--- src/include/csi_regs.svh ---
// Offsets, field positions and reset values of the common status register
`ifndef CSI_REGS_SVH
`define CSI_REGS_SVH

// Command byte that selects the common status register
`define CSI_CMD_COMMON_STATUS 8'h06

// Field positions inside the common status byte
`define CSI_BIT_RSVD_HI       7
`define CSI_BIT_RSVD_LO       6
`define CSI_BIT_GP_B          5
`define CSI_BIT_GP_A          4
`define CSI_BIT_IRQ_MASK      3
`define CSI_BIT_UV            2
`define CSI_BIT_OT            1
`define CSI_BIT_UNDEF         0

// Power-up values
`define CSI_RESET_COMMON      8'h00
`define CSI_RESET_MASK        1'b0
`define CSI_RESET_FLAG        1'b0
`define CSI_RESET_RSVD        2'h0
`define CSI_RESET_UNDEF       1'b0

`endif

--- src/include/csi_pkg.sv ---
// Types shared by the common status register design
package csi_pkg;

  // One register byte on the command port
  typedef logic [7:0] csi_byte_t;

  // Index of each sticky fault flag; flag i sits at bit CSI_BIT_OT + i
  typedef enum logic [0:0] {
    csi_flag_ot,
    csi_flag_uv
  } csi_flag_t;

  localparam int CSI_NUM_FLAGS = 2;

endpackage : csi_pkg

--- src/design/csi_sticky_flag.sv ---
// Sticky fault flag: set on a rising fault condition, cleared by write-one
`timescale 1ns/10ps
module csi_sticky_flag (
  input  wire logic core_clk,
  input  wire logic rst,
  input  wire logic ce,
  input  wire logic fault_cond,
  input  wire logic clr_req,
  output logic      flag
);
  import csi_pkg::*;
  `include "csi_regs.svh"

  logic prev_reg;
  logic prev_next;
  logic flag_reg;
  logic flag_next;
  logic set_evt;

  // Edge detect so a held fault does not re-arm right after a clear
  always_comb begin
    set_evt   = fault_cond & ~prev_reg;
    prev_next = fault_cond;
    // Set wins over a clear in the same cycle
    flag_next = set_evt | (flag_reg & ~clr_req);
  end

  // Registers frozen while the clock enable is low
  always_ff @(posedge core_clk) begin
    if (rst) begin
      prev_reg <= 1'b0;
      flag_reg <= `CSI_RESET_FLAG;
    end else if (ce) begin
      prev_reg <= prev_next;
      flag_reg <= flag_next;
    end
  end

  assign flag = flag_reg;
endmodule : csi_sticky_flag

--- src/design/csi_common_status.sv ---
// Common status register: pin levels, interrupt mask, sticky fault flags
//
// Functional notes
// Bits 7 and 6 always read as zero whatever was written to them.
// Bit 5 is read-only and shows the live slot B general-purpose input level.
// Bit 4 is read-only and shows the live slot A general-purpose input level.
// Mask bit 3 clear lets the active-low interrupt drive; set, it suppresses it.
// While the mask bit is set the device takes no part in alert-response arbitration.
// Bit 2 is set when a supply lockout on a main input causes a breaker fault.
// The undervoltage flag only sets when a slot's main enable pin or control bit is on.
// Bit 1 is set on an over-temperature indication and stays clear without one.
// After reset the register holds all zeros: unmasked, both flags clear.
// Command byte 06h selects this register for reads and writes.
// Writing 1 to a fault flag clears it; writing 0 leaves it unchanged.
// Clearing the last enabled flag releases the interrupt output.
// Bit 0 is undefined on reads and ignores writes.
// Writes to the input bits are ignored; they keep showing the pins.
`timescale 1ns/10ps
module csi_common_status (
  input  wire logic               core_clk,
  input  wire logic               rst,
  input  wire logic               ce,
  input  wire logic [7:0]         reg_cmd,
  input  wire logic               reg_wr_en,
  input  wire csi_pkg::csi_byte_t reg_wr_data,
  input  wire logic               reg_rd_en,
  output csi_pkg::csi_byte_t      reg_rd_data,
  output logic                    reg_rd_valid,
  output logic                    reg_cmd_hit,
  input  wire logic               slot_a_gp_input,
  input  wire logic               slot_b_gp_input,
  input  wire logic [1:0]         supply_lockout,
  input  wire logic [1:0]         slot_main_pin_en,
  input  wire logic [1:0]         slot_main_ctrl_bit,
  input  wire logic               overtemp_event,
  input  wire logic               ara_poll,
  output logic                    ara_ack,
  output logic                    irq_out,
  output logic                    irq_oe_n
);
  import csi_pkg::*;
  `include "csi_regs.svh"

  logic                     mask_reg;
  logic                     mask_next;
  csi_byte_t                rd_data_reg;
  csi_byte_t                rd_data_next;
  logic                     rd_valid_reg;
  logic                     rd_valid_next;
  logic                     ara_ack_reg;
  logic                     ara_ack_next;
  logic                     wr_hit;
  logic                     uv_cond;
  logic                     irq_active;
  csi_byte_t                status_image;
  logic [CSI_NUM_FLAGS-1:0] fault_cond;
  logic [CSI_NUM_FLAGS-1:0] flag_clr;
  logic [CSI_NUM_FLAGS-1:0] flag_val;

  // Command decode; other command bytes belong to other registers
  // decode command 06h
  assign reg_cmd_hit = (reg_cmd == `CSI_CMD_COMMON_STATUS);
  assign wr_hit      = reg_wr_en & reg_cmd_hit;

  // Lockout only counts while some slot is asking for main power
  // lockout raises flag
  // only with slot main on
  assign uv_cond = (|supply_lockout) & (|(slot_main_pin_en | slot_main_ctrl_bit));

  // Fault sources and write-one clears, indexed like the flag enum
  // overtemperature source
  assign fault_cond[csi_flag_ot] = overtemp_event;
  assign fault_cond[csi_flag_uv] = uv_cond;

  // One sticky cell per fault flag; bit position follows the index
  genvar gi;
  generate
    for (gi = 0; gi < CSI_NUM_FLAGS; gi++) begin : g_flag
      // write one clears
      assign flag_clr[gi] = wr_hit & reg_wr_data[`CSI_BIT_OT + gi];
      csi_sticky_flag u_flag (
        .core_clk   (core_clk),
        .rst        (rst),
        .ce         (ce),
        .fault_cond (fault_cond[gi]),
        .clr_req    (flag_clr[gi]),
        .flag       (flag_val[gi])
      );
    end
  endgenerate

  // Read image; undefined bit 0 is driven low to keep reads deterministic
  // reserved bits zero
  // live slot B pin
  // live slot A pin
  // bit 0 undefined
  always_comb begin
    status_image                     = `CSI_RESET_COMMON;
    status_image[`CSI_BIT_RSVD_HI:`CSI_BIT_RSVD_LO] = `CSI_RESET_RSVD;
    status_image[`CSI_BIT_GP_B]      = slot_b_gp_input;
    status_image[`CSI_BIT_GP_A]      = slot_a_gp_input;
    status_image[`CSI_BIT_IRQ_MASK]  = mask_reg;
    status_image[`CSI_BIT_UV]        = flag_val[csi_flag_uv];
    status_image[`CSI_BIT_OT]        = flag_val[csi_flag_ot];
    status_image[`CSI_BIT_UNDEF]     = `CSI_RESET_UNDEF;
  end

  // Interrupt requested while any flag is set and the mask is clear
  // mask gates interrupt
  // release after last clear
  assign irq_active = ~mask_reg & (|flag_val);

  // Next values: only mask is writable; pin bits and bit 0 drop writes
  // input bits ignore writes
  always_comb begin
    mask_next     = mask_reg;
    rd_data_next  = rd_data_reg;
    rd_valid_next = 1'b0;
    ara_ack_next  = 1'b0;
    if (wr_hit) begin
      mask_next = reg_wr_data[`CSI_BIT_IRQ_MASK];
    end
    if (reg_rd_en && reg_cmd_hit) begin
      rd_data_next  = status_image;
      rd_valid_next = 1'b1;
    end
    // masked device stays out of alert response
    if (ara_poll && irq_active) begin
      ara_ack_next = 1'b1;
    end
  end

  // all zero after reset
  always_ff @(posedge core_clk) begin
    if (rst) begin
      mask_reg     <= `CSI_RESET_MASK;
      rd_data_reg  <= `CSI_RESET_COMMON;
      rd_valid_reg <= 1'b0;
      ara_ack_reg  <= 1'b0;
    end else if (ce) begin
      mask_reg     <= mask_next;
      rd_data_reg  <= rd_data_next;
      rd_valid_reg <= rd_valid_next;
      ara_ack_reg  <= ara_ack_next;
    end
  end

  // Open-drain interrupt: value is always low, enable low pulls the line
  assign irq_out      = 1'b0;
  assign irq_oe_n     = ~irq_active;
  assign reg_rd_data  = rd_data_reg;
  assign reg_rd_valid = rd_valid_reg;
  assign ara_ack      = ara_ack_reg;
endmodule : csi_common_status

--- config.mk ---
export PLATFORM = sky130hd
export DESIGN_NAME = csi_common_status
export DESIGN_NICKNAME = d
export VERILOG_FILES = /design/src/include/csi_pkg.sv /design/src/design/csi_sticky_flag.sv /design/src/design/csi_common_status.sv
export VERILOG_INCLUDE_DIRS = /design/src /design/src/include
export SDC_FILE = /design/constraint.sdc
export NUM_CORES = 1
export LEC_CHECK = 0
export BUFFER_PORTS_ARGS = -buffer_cell sky130_fd_sc_hd__buf_2
export CAP_MARGIN = 10
export CORE_UTILIZATION = 38
export DETAILED_ROUTE_END_ITERATION = 7
export PLACE_DENSITY = 0.8
export SYNTH_ARGS = -nofsm -noshare
export SYNTH_HDL_FRONTEND = slang
export SYNTH_SLANG_ARGS = --single-unit
--- constraint.sdc ---
create_clock -name core_clk -period 2.15 [get_ports core_clk]
set_input_delay 0.3225 -clock core_clk [delete_from_list [all_inputs] [get_ports core_clk]]
set_output_delay 0.3225 -clock core_clk [all_outputs]
set_load 0.03 [all_outputs]
# Word level (Yosys, flattened, before mapping)
# Index checks and enable logic that the tools add are counted.
# Widths: inputs -> output; s select.
# word_totals
out_inout_bits	13
register_bits	12
# classes
n_mux	2
n_eq_ne	1
n_bitwise	18
n_reduce_logical	7
# op_table
op	n
$and 1x1->1	9
$eq 8x3->1 const B	1
$not 1->1	6
$reduce_or 2->1	3
$reduce_and 2->1	2
$logic_and 1x1->1	2
$mux 1	2
$or 1x1->1	2
$or 2x2->2	1

# Depth between registers and ports, before layout
# Gate-level depths: netlist (run 1).
# logic_depth
depth_word	6
ltp_mapped	5
mapped_depth_nobuf	3

# By module
# From an unflattened synthesis (run 1), not the netlist that was laid out.
# unflattened
hier_cells	69
area_unflattened_um2	629.4
# modules_own_cells
mod	seq_area_each_um2	area_each_um2	n_inst	cells_each
csi_common_status	160.2	469.2	1	55
csi_sticky_flag	40.0	80.1	2	7

# Least setup slack after synthesis (run 1)
# OpenSTA, ideal clock, no wires.
# synth_path
path_kind	input -> register
start	in reg_cmd[5]
end	reg rd_data_reg[1] (netlist: reg_rd_data[1])
setup_slack_ps	389
cell_stages	5
setup_time_ps	116
arrival_ps	1645
required_time_ps	2034
path_buffers	2
cell_sequence	or4_4 -> buf_6 -> or3_1 -> buf_2 -> a31o_1
# synth_between
elab_chain_cells	3
# synth_rtl
item	line	rtl
start, declared	csi_common_status.sv:23	input wire logic [7:0] reg_cmd,
$eq 8x3->1 (no source line)	n/a	
$logic_and 1x1->1	csi_common_status.sv:123	if (reg_rd_en && reg_cmd_hit) begin
$reduce_and 2->1 (no source line)	n/a	
end signal, assigned	csi_common_status.sv:137	rd_data_reg <= `CSI_RESET_COMMON;
end signal, assigned	csi_common_status.sv:142	rd_data_reg <= rd_data_next;
end, declared	csi_common_status.sv:46	csi_byte_t rd_data_reg;
# Every way passes these cells.
# A chain may end at the register's enable or synchronous reset.

# Worst setup path after layout (run 1)
# layout_path
start	in reg_cmd[5]
end	out reg_cmd_hit
# layout_between
elab_chain_cells	1
# layout_rtl
item	line	rtl
$eq 8x3->1 (no source line)	n/a	
end, declared	csi_common_status.sv:29	output logic reg_cmd_hit,
# Every way passes these cells.

==> results.py, run 1 <==
metrics = {
    "place": {
        "io_buffer_count": 34,
        "post-dp-hpwl_um": 990,
        "gp_congestion": 0.757,
        "place_ws_ns": 0.316,
        "dp_cells": 111,
    },
    "clocking": {
        "worstSkewPairLatency_ns": 0.27,
        "clk_pin_slew_ns": 0.07,
        "clock_path_buffers": 2,
        "cts_tree": "yes",
        "cts_made_buffers": 3,
        "cts_setup_buffers": 0,
        "ctsRootBufferMaster": "clkbuf_4",
        "h-tree-depth": 1,
        "cts_num_sinks": 12,
        "cts_resized": 0,
        "cts_hold_buf": 0,
    },
    "route": {
        "highest_layer": "met4",
        "first_iter_violations": 11,
        "met3WireLength_um": 73,
        "via_count": 576,
        "avgViaCountPerCell": 5.01,
        "wl_met2_um": 589,
        "route.layer.met1.wl_um": 534,
        "wl_per_cell_um": 10.5,
        "drtAntennaViolNets": 0,
        "routed_wl_um": 1210,
        "drc_errors": 0,
        "first_pass_iters": 4,
    },
    "sta": {
        "setup_viol": 0,
        "rsz0062_at_grt": "false",
        "clock_skew_ns": 0.00265,
        "max_freq_ghz": 0.616,
        "worst_slack_ns": 0.526,
        "min_period_over_period_pct": 75.6,
        "finalCriticalPeriod_ns": 1.62,
        "finalSetupTns_ns": 0,
        "drv_slew": 0,
        "hold_viol": 0,
    },
    "cells_and_area": {
        "post-route-util_pct": 56.5,
        "final_common_cell": "buf_2",
        "drive_above_1_share_pct": 41.0,
        "area_delta_synth_final_pct": 31.4,
        "final_cell_mix": "buf_2, dfxtp_1, nand2b_1",
        "instances_no_fill": 115,
        "nets": 132,
        "largest_reg_flops": 5,
        "antenna_cells": 0,
    },
    "run_status": {
        "status": "completed",
    },
    "yosys": {
        "ys_ff_latch": 12,
        "syn_inst": 67,
        "synth.cell_area_um2": 594,
        "syn_avg_cell_area_um2": 8.87,
        "synth-async-reset-ratio_pct": 0,
        "synth_top_flop_cell": "dfxtp_1",
        "netlist-cell-type-count": 28,
        "synth_seq_area_share_pct": 40.4,
        "synth_warnings": 0,
        "synth-edff-count": 0,
    },
    "grt": {
        "antenna_found_initial": 0,
        "grt_max_degree": 12,
        "grt_remaining_overflow": 0,
        "grt_pass1_wl_um": 2080,
        "grtUsageTotal_pct": 15.3,
        "grt_pass1_vias": 536,
    },
    "power_and_ir_drop": {
        "p_leak_nw": 0.356,
        "ir_worst_vdd_uv": 285,
        "powerDensity_nw_per_um2": 629,
        "power.total_uw": 491,
    },
    "worst_setup_path": {
        "critPathKind": "in2out",
        "cp_data_arrival_time_ns": 1.30,
        "cp.required_ns": 1.83,
        "cp-end-kind": "primary output",
        "r2r_start": "g_flag[1].u_flag.flag",
        "cp_max_fo": 9,
        "startpoint_type": "input port",
        "timing.critical_path.from": "reg_cmd[5]",
    },
    "min_path": {
        "hold_path.startpoint": "reg_wr_data[3]",
        "hp-class": "in2reg",
    },
    "floorplan": {
        "io_pins": 44,
        "die_h_um": 41.5,
        "initial_core_util_pct": 43.0,
        "fp.dieW_um": 41.5,
        "fp.dieArea_um2": 1730,
        "rows": 13,
        "core_area_um2": 1380,
    },
    "job": {
        "drv_cap": 0,
    },
}
==> Yosys cell counts (all sizes together), types with 2 or more instances <==
cell	n	area [µm²]
nand2	4	15.0
dfxtp	12	240
clkbuf	3	11.3
inv	2	7.51
a31o	4	35.0
nor4	4	25.0
a21oi	4	20.0
nand3b	2	15.0
buf	6	46.3
nand2b	7	43.8
nor2	2	7.51
o21ai	2	10.0
mux2i	2	20.0
or4	2	18.8
==> cell families (layout without fill, tap and decap cells) <==
kind of cell | count (synthesis) | count (layout) | share of synthesized area [%]
DFF | 12 | 12 | 40.4
and+or+nand+nor | 26 | 26 | 26.7
other | 1 | 4 | 0.631
AOI/OAI and AO/OA | 15 | 15 | 17.9
buffers and inverters | 11 | 41 | 10.9
muxes | 2 | 2 | 3.37
==> layer usage <==
metal  global-route usage (%)  vias up
met4                     3.23        0
met2                     25.3       18
li1                         -      302
met5                        0        -
met1                     17.2      254
met3                     8.70        2
==> through the flow <==
| step | hold slack [ns] | area, µm² |
|---|---|---|
| 2_1_floorplan | 0.446 | 606 |
| 6_report | 0.291 | 781 |
| 3_3_place_gp | 0.455 | 744 |
| 4_1_cts | 0.293 | 781 |
| 3_5_place_dp | 0.463 | 744 |
| 5_1_grt | 0.293 | 781 |
==> worst max-delay path: stages <==
cell and delay (ns):
buf_2 0.10, or4_4 0.58, nor2_1 0.10, buf_2 0.20
==> layout make-up <==
cell class / instances / area (µm²)
Sequential cell: 12 / 240
Multi-Input combinational cell: 47 / 300
Fill cell: 138 / 602
Clock buffer: 4 / 36.3
Inverter: 2 / 7.51
Tap cell: 15 / 18.8
Timing Repair Buffer: 35 / 178
==> power breakdown <==
part	internal [mW]	total [mW]	switching, mW
clock network	0.103	0.179	0.0759
registers	0.230	0.236	0.00558
logic	0.0333	0.0768	0.0435
==> path summary, 6_finish.rpt <==
check | to | slack, ns | cells after the start
min | mask_reg | 0.29 | 3
max | reg_cmd_hit | 0.53 | 4
min reg2reg | ara_ack | 0.47 | 2
max reg2reg | reg_rd_data[2] | 1.29 | 3
Note: power is estimated with default switching activity, not from simulation.
==> run 2, diff against run 1 <==
clock period = 1.55 ns   (was 2.15 ns; I/O delays follow)
==> results.py, run 2 (same netlist as run 1, synthesis figures left out) <==
metrics = {
    "sta": {
        "drv_slew": 0,
        "finalSetupTns_ns": 0,
        "worst_slack_ns": 0.0357,
        "setup_viol": 0,
        "hold_viol": 0,
        "fin_hold_ws_ns": 0.215,
        "max_freq_ghz": 0.660,
        "clock_skew_ns": 0.00242,
        "finalCriticalPeriod_ns": 1.51,
        "min_period_over_period_pct": 97.7,
    },
    "power_and_ir_drop": {
        "power.total_uw": 685,
        "powerDensity_nw_per_um2": 850,
        "p_leak_nw": 0.369,
        "ir_worst_vdd_uv": 493,
    },
    "place": {
        "place_area_um2": 767,
        "io_buffer_count": 34,
        "gp_congestion": 0.758,
        "dp_cells": 114,
        "place_ws_ns": -0.120,
        "post-dp-hpwl_um": 1150,
    },
    "route": {
        "first_iter_violations": 15,
        "wl_per_cell_um": 12.0,
        "drc_errors": 0,
        "routed_wl_um": 1410,
        "route.layer.met1.wl_um": 569,
        "via_count": 608,
        "wl_met2_um": 755,
        "drtAntennaViolNets": 0,
        "first_pass_iters": 4,
        "highest_layer": "met4",
        "met3WireLength_um": 77,
        "avgViaCountPerCell": 5.15,
    },
    "clocking": {
        "cts_tree": "yes",
        "clock_path_buffers": 2,
        "cts_num_sinks": 12,
        "clk_pin_slew_ns": 0.07,
        "h-tree-depth": 1,
        "worstSkewPairLatency_ns": 0.27,
        "cts_hold_buf": 0,
        "ctsRootBufferMaster": "clkbuf_4",
        "cts_made_buffers": 3,
    },
    "worst_setup_path": {
        "r2r_slack_ns": 0.68,
        "cp_data_arrival_time_ns": 1.28,
        "cp_max_fo": 8,
        "startpoint_type": "input port",
        "cp-end-kind": "primary output",
        "cp.required_ns": 1.32,
        "critPathKind": "in2out",
    },
    "job": {
        "drv_cap": 0,
    },
    "grt": {
        "grt_pass1_wl_um": 2480,
        "grt_max_degree": 12,
        "grtUsageTotal_pct": 18.0,
        "grt_remaining_overflow": 0,
        "grt_pass1_vias": 614,
        "antenna_found_initial": 0,
    },
    "run_status": {
        "status": "completed",
    },
    "cells_and_area": {
        "nets": 135,
        "antenna_cells": 0,
        "final_common_cell": "buf_2",
        "final_cell_mix": "buf_2, dfxtp_1, nand2b_1, buf_4",
        "largest_reg_flops": 5,
        "drive_above_1_share_pct": 42.7,
        "n_fill_cell": 132,
        "post-route-util_pct": 58.3,
        "postLayoutCellArea_um2": 806,
        "area_delta_synth_final_pct": 35.6,
        "instances_no_fill": 118,
    },
    "floorplan": {
        "fp.dieArea_um2": 1730,
        "fp.dieW_um": 41.5,
        "io_pins": 44,
        "initial_core_util_pct": 43.0,
        "rows": 13,
        "core_area_um2": 1380,
        "die_h_um": 41.5,
    },
    "min_path": {
        "hp-class": "in2reg",
    },
}
-- run 2: cell types whose count changed in the layout (fill, tap and decap cells not counted), sizes merged --
cell,previous run,this run
buf,35,38
-- run 2: final timing paths --
| check | end | from | depth (start not counted) |
|---|---|---|---|
| min | g_flag[0].u_flag.prev_reg | overtemp_event | 3 |
| max | reg_cmd_hit | reg_cmd[5] | 5 |
| max reg2reg | reg_rd_data[2] | g_flag[1].u_flag.flag | 3 |
| min reg2reg | g_flag[1].u_flag.prev_reg | g_flag[1].u_flag.prev_reg | 2 |
-- run 2: final cells by class --
cell class | count | area, µm² | area share, %
clock buffers | 4 | 36.3 | 4.50
inverters | 2 | 7.51 | 0.932
multi-input cells | 47 | 300 | 37.3
flip-flops and latches | 12 | 240 | 29.8
well taps | 15 | 18.8 | 2.33
repair buffers | 38 | 203 | 25.2
-- run 2: timing repair --
action,in CTS,in global routing
buffers inserted,0,0
resized for setup,0,2
setup endpoints to repair,0,1
-- run 2: worst max-delay path, cell delays in order --
cell and delay, ns:
buf_2 0.10, or4_4 0.52, buf_4 0.18, nor2_1 0.09
buf_4 0.16
-- run 2: layer usage --
metal / vias up / GRT usage [%]
met5: - / 0
met2: 18 / 34.1
met4: 0 / 5.81
met3: 2 / 4.78
li1: 309 / -
met1: 279 / 19.0
-- run 2: report_power, final --
part	internal, mW	switching [mW]
clock network	0.143	0.102
registers	0.319	0.00820
logic	0.0503	0.0626
total	0.512	0.173
==> run 3, diff against run 2 <==
CELL_PAD_IN_SITES_DETAIL_PLACEMENT = 0   (was not set)
CELL_PAD_IN_SITES_GLOBAL_PLACEMENT = 1   (was not set)
CORE_ASPECT_RATIO = 1.5   (was not set)
CORE_UTILIZATION = 26   (was 38)
==> results.py, run 3 (same netlist as run 1, synthesis figures left out) <==
metrics = {
    "floorplan": {
        "io_pins": 44,
        "rows": 20,
        "fp.dieW_um": 41.0,
        "core_area_um2": 2100,
        "initial_core_util_pct": 28.3,
        "fp.dieArea_um2": 2480,
        "die_h_um": 60.6,
    },
    "cells_and_area": {
        "nets": 133,
        "final_cell_mix": "buf_2, dfxtp_1, nand2b_1",
        "drive_above_1_share_pct": 41.6,
        "area_delta_synth_final_pct": 34.5,
        "largest_reg_flops": 5,
        "antenna_cells": 0,
        "final_common_cell": "buf_2",
    },
    "worst_setup_path": {
        "cp-end-kind": "flop",
        "cp_data_arrival_time_ns": 1.60,
        "cp_max_fo": 9,
        "cp.required_ns": 1.71,
        "startpoint_type": "input port",
        "timing.critical_path.from": "reg_cmd[5]",
        "r2r_start": "g_flag[1].u_flag.flag",
        "critPathKind": "in2reg",
    },
    "power_and_ir_drop": {
        "p_int_uw": 509,
        "p_leak_nw": 0.360,
        "power.total_uw": 677,
        "swShare_pct": 24.7,
        "power_frac_clock_pct": 35.6,
        "p_sw_uw": 168,
        "combPwrFrac_pct": 16.1,
        "seqPwrFrac_pct": 48.3,
        "ir_worst_vdd_uv": 420,
        "powerDensity_nw_per_um2": 847,
    },
    "clocking": {
        "clk_pin_slew_ns": 0.07,
        "h-tree-depth": 1,
        "cts_resized": 0,
        "ctsRootBufferMaster": "clkbuf_4",
        "cts_num_sinks": 12,
        "clock_path_buffers": 2,
        "cts_tree": "yes",
        "cts_setup_buffers": 0,
        "cts_made_buffers": 3,
        "worstSkewPairLatency_ns": 0.27,
        "cts_hold_buf": 0,
    },
    "place": {
        "post-dp-hpwl_um": 1020,
        "gp_congestion": 0.766,
        "io_buffer_count": 34,
    },
    "sta": {
        "setup_viol": 0,
        "max_freq_ghz": 0.695,
        "clock_skew_ns": 0.00132,
        "hold_viol": 0,
        "fin_hold_ws_ns": 0.216,
        "finalCriticalPeriod_ns": 1.44,
        "min_period_over_period_pct": 92.8,
        "drv_slew": 0,
        "rsz0062_at_grt": "false",
    },
    "min_path": {
        "hp-class": "in2reg",
        "hold_path.startpoint": "overtemp_event",
    },
    "grt": {
        "grt_pass1_wl_um": 1860,
        "grt_pass1_vias": 480,
        "grt_remaining_overflow": 0,
        "grt_max_degree": 12,
        "grtUsageTotal_pct": 10.6,
        "antenna_found_initial": 0,
    },
    "route": {
        "routed_wl_um": 1250,
        "via_count": 592,
        "first_iter_violations": 3,
        "first_pass_iters": 2,
        "drtAntennaViolNets": 0,
        "drc_errors": 0,
        "wl_per_cell_um": 10.2,
        "avgViaCountPerCell": 4.81,
    },
    "job": {
        "drv_cap": 0,
    },
    "run_status": {
        "status": "completed",
    },
}
[run 3: changes by cell type in the layout (fill, tap and decap cells not counted)]
cell and change:
buf_4 -2
[run 3: stage by stage]
step	worst slack, ns	TNS, ns	cell area, µm²	utilization, %	std cells
finish	0.111	0	800	38.0	123
detailed placement	-0.0940	-0.563	768	36.5	120
global route	0.0713	0	800	38.0	123
floorplan	-0.0733	-0.293	606	-	70
CTS	0.00905	0	805	38.3	124
global placement	-0.0780	-0.438	768	36.5	120
[run 3: worst max-delay path, stage by stage]
cell and delay, ns:
buf_2 0.10, or4_4 0.58, or3_1 0.45, a31o_1 0.24
[run 3: layout make-up]
cell class              instances  area [µm²]
clock buffers                   4        36.3
fillers                       230        1300
inverters                       2        7.51
multi-input cells              47         300
flip-flops and latches         12         240
well taps                      22        27.5
repair buffers                 36         188
[run 3: power groups by stage]
stage	registers, mW	logic, mW	clock network, mW
4_1_cts	0.327	0.110	0.250
3_5_place_dp	0.334	0.110	0
3_3_place_gp	0.334	0.109	0
5_1_grt	0.329	0.120	0.269
6_report	0.327	0.109	0.241
2_1_floorplan	0.335	0.0710	0
[run 3: metal layers]
metal / global-route usage (%) / routed length, µm / up-vias / share of wire (%)
met4: 4.29 / 0 / 0 / 0
li1: - / - / 305 / -
met3: 2.20 / 120 / 0 / 9.6
met2: 15.4 / 556 / 32 / 44
met1: 15.1 / 573 / 255 / 46
met5: 0 / 0 / - / 0
[run 3: path summary, 6_finish.rpt]
kind                               end  slack [ns]  depth (start not counted)
max                     reg_rd_data[2]        0.11                          4
min reg2reg               reg_rd_valid        0.47                          2
max reg2reg             reg_rd_data[2]        0.71                          3
min          g_flag[0].u_flag.prev_reg        0.22                          3
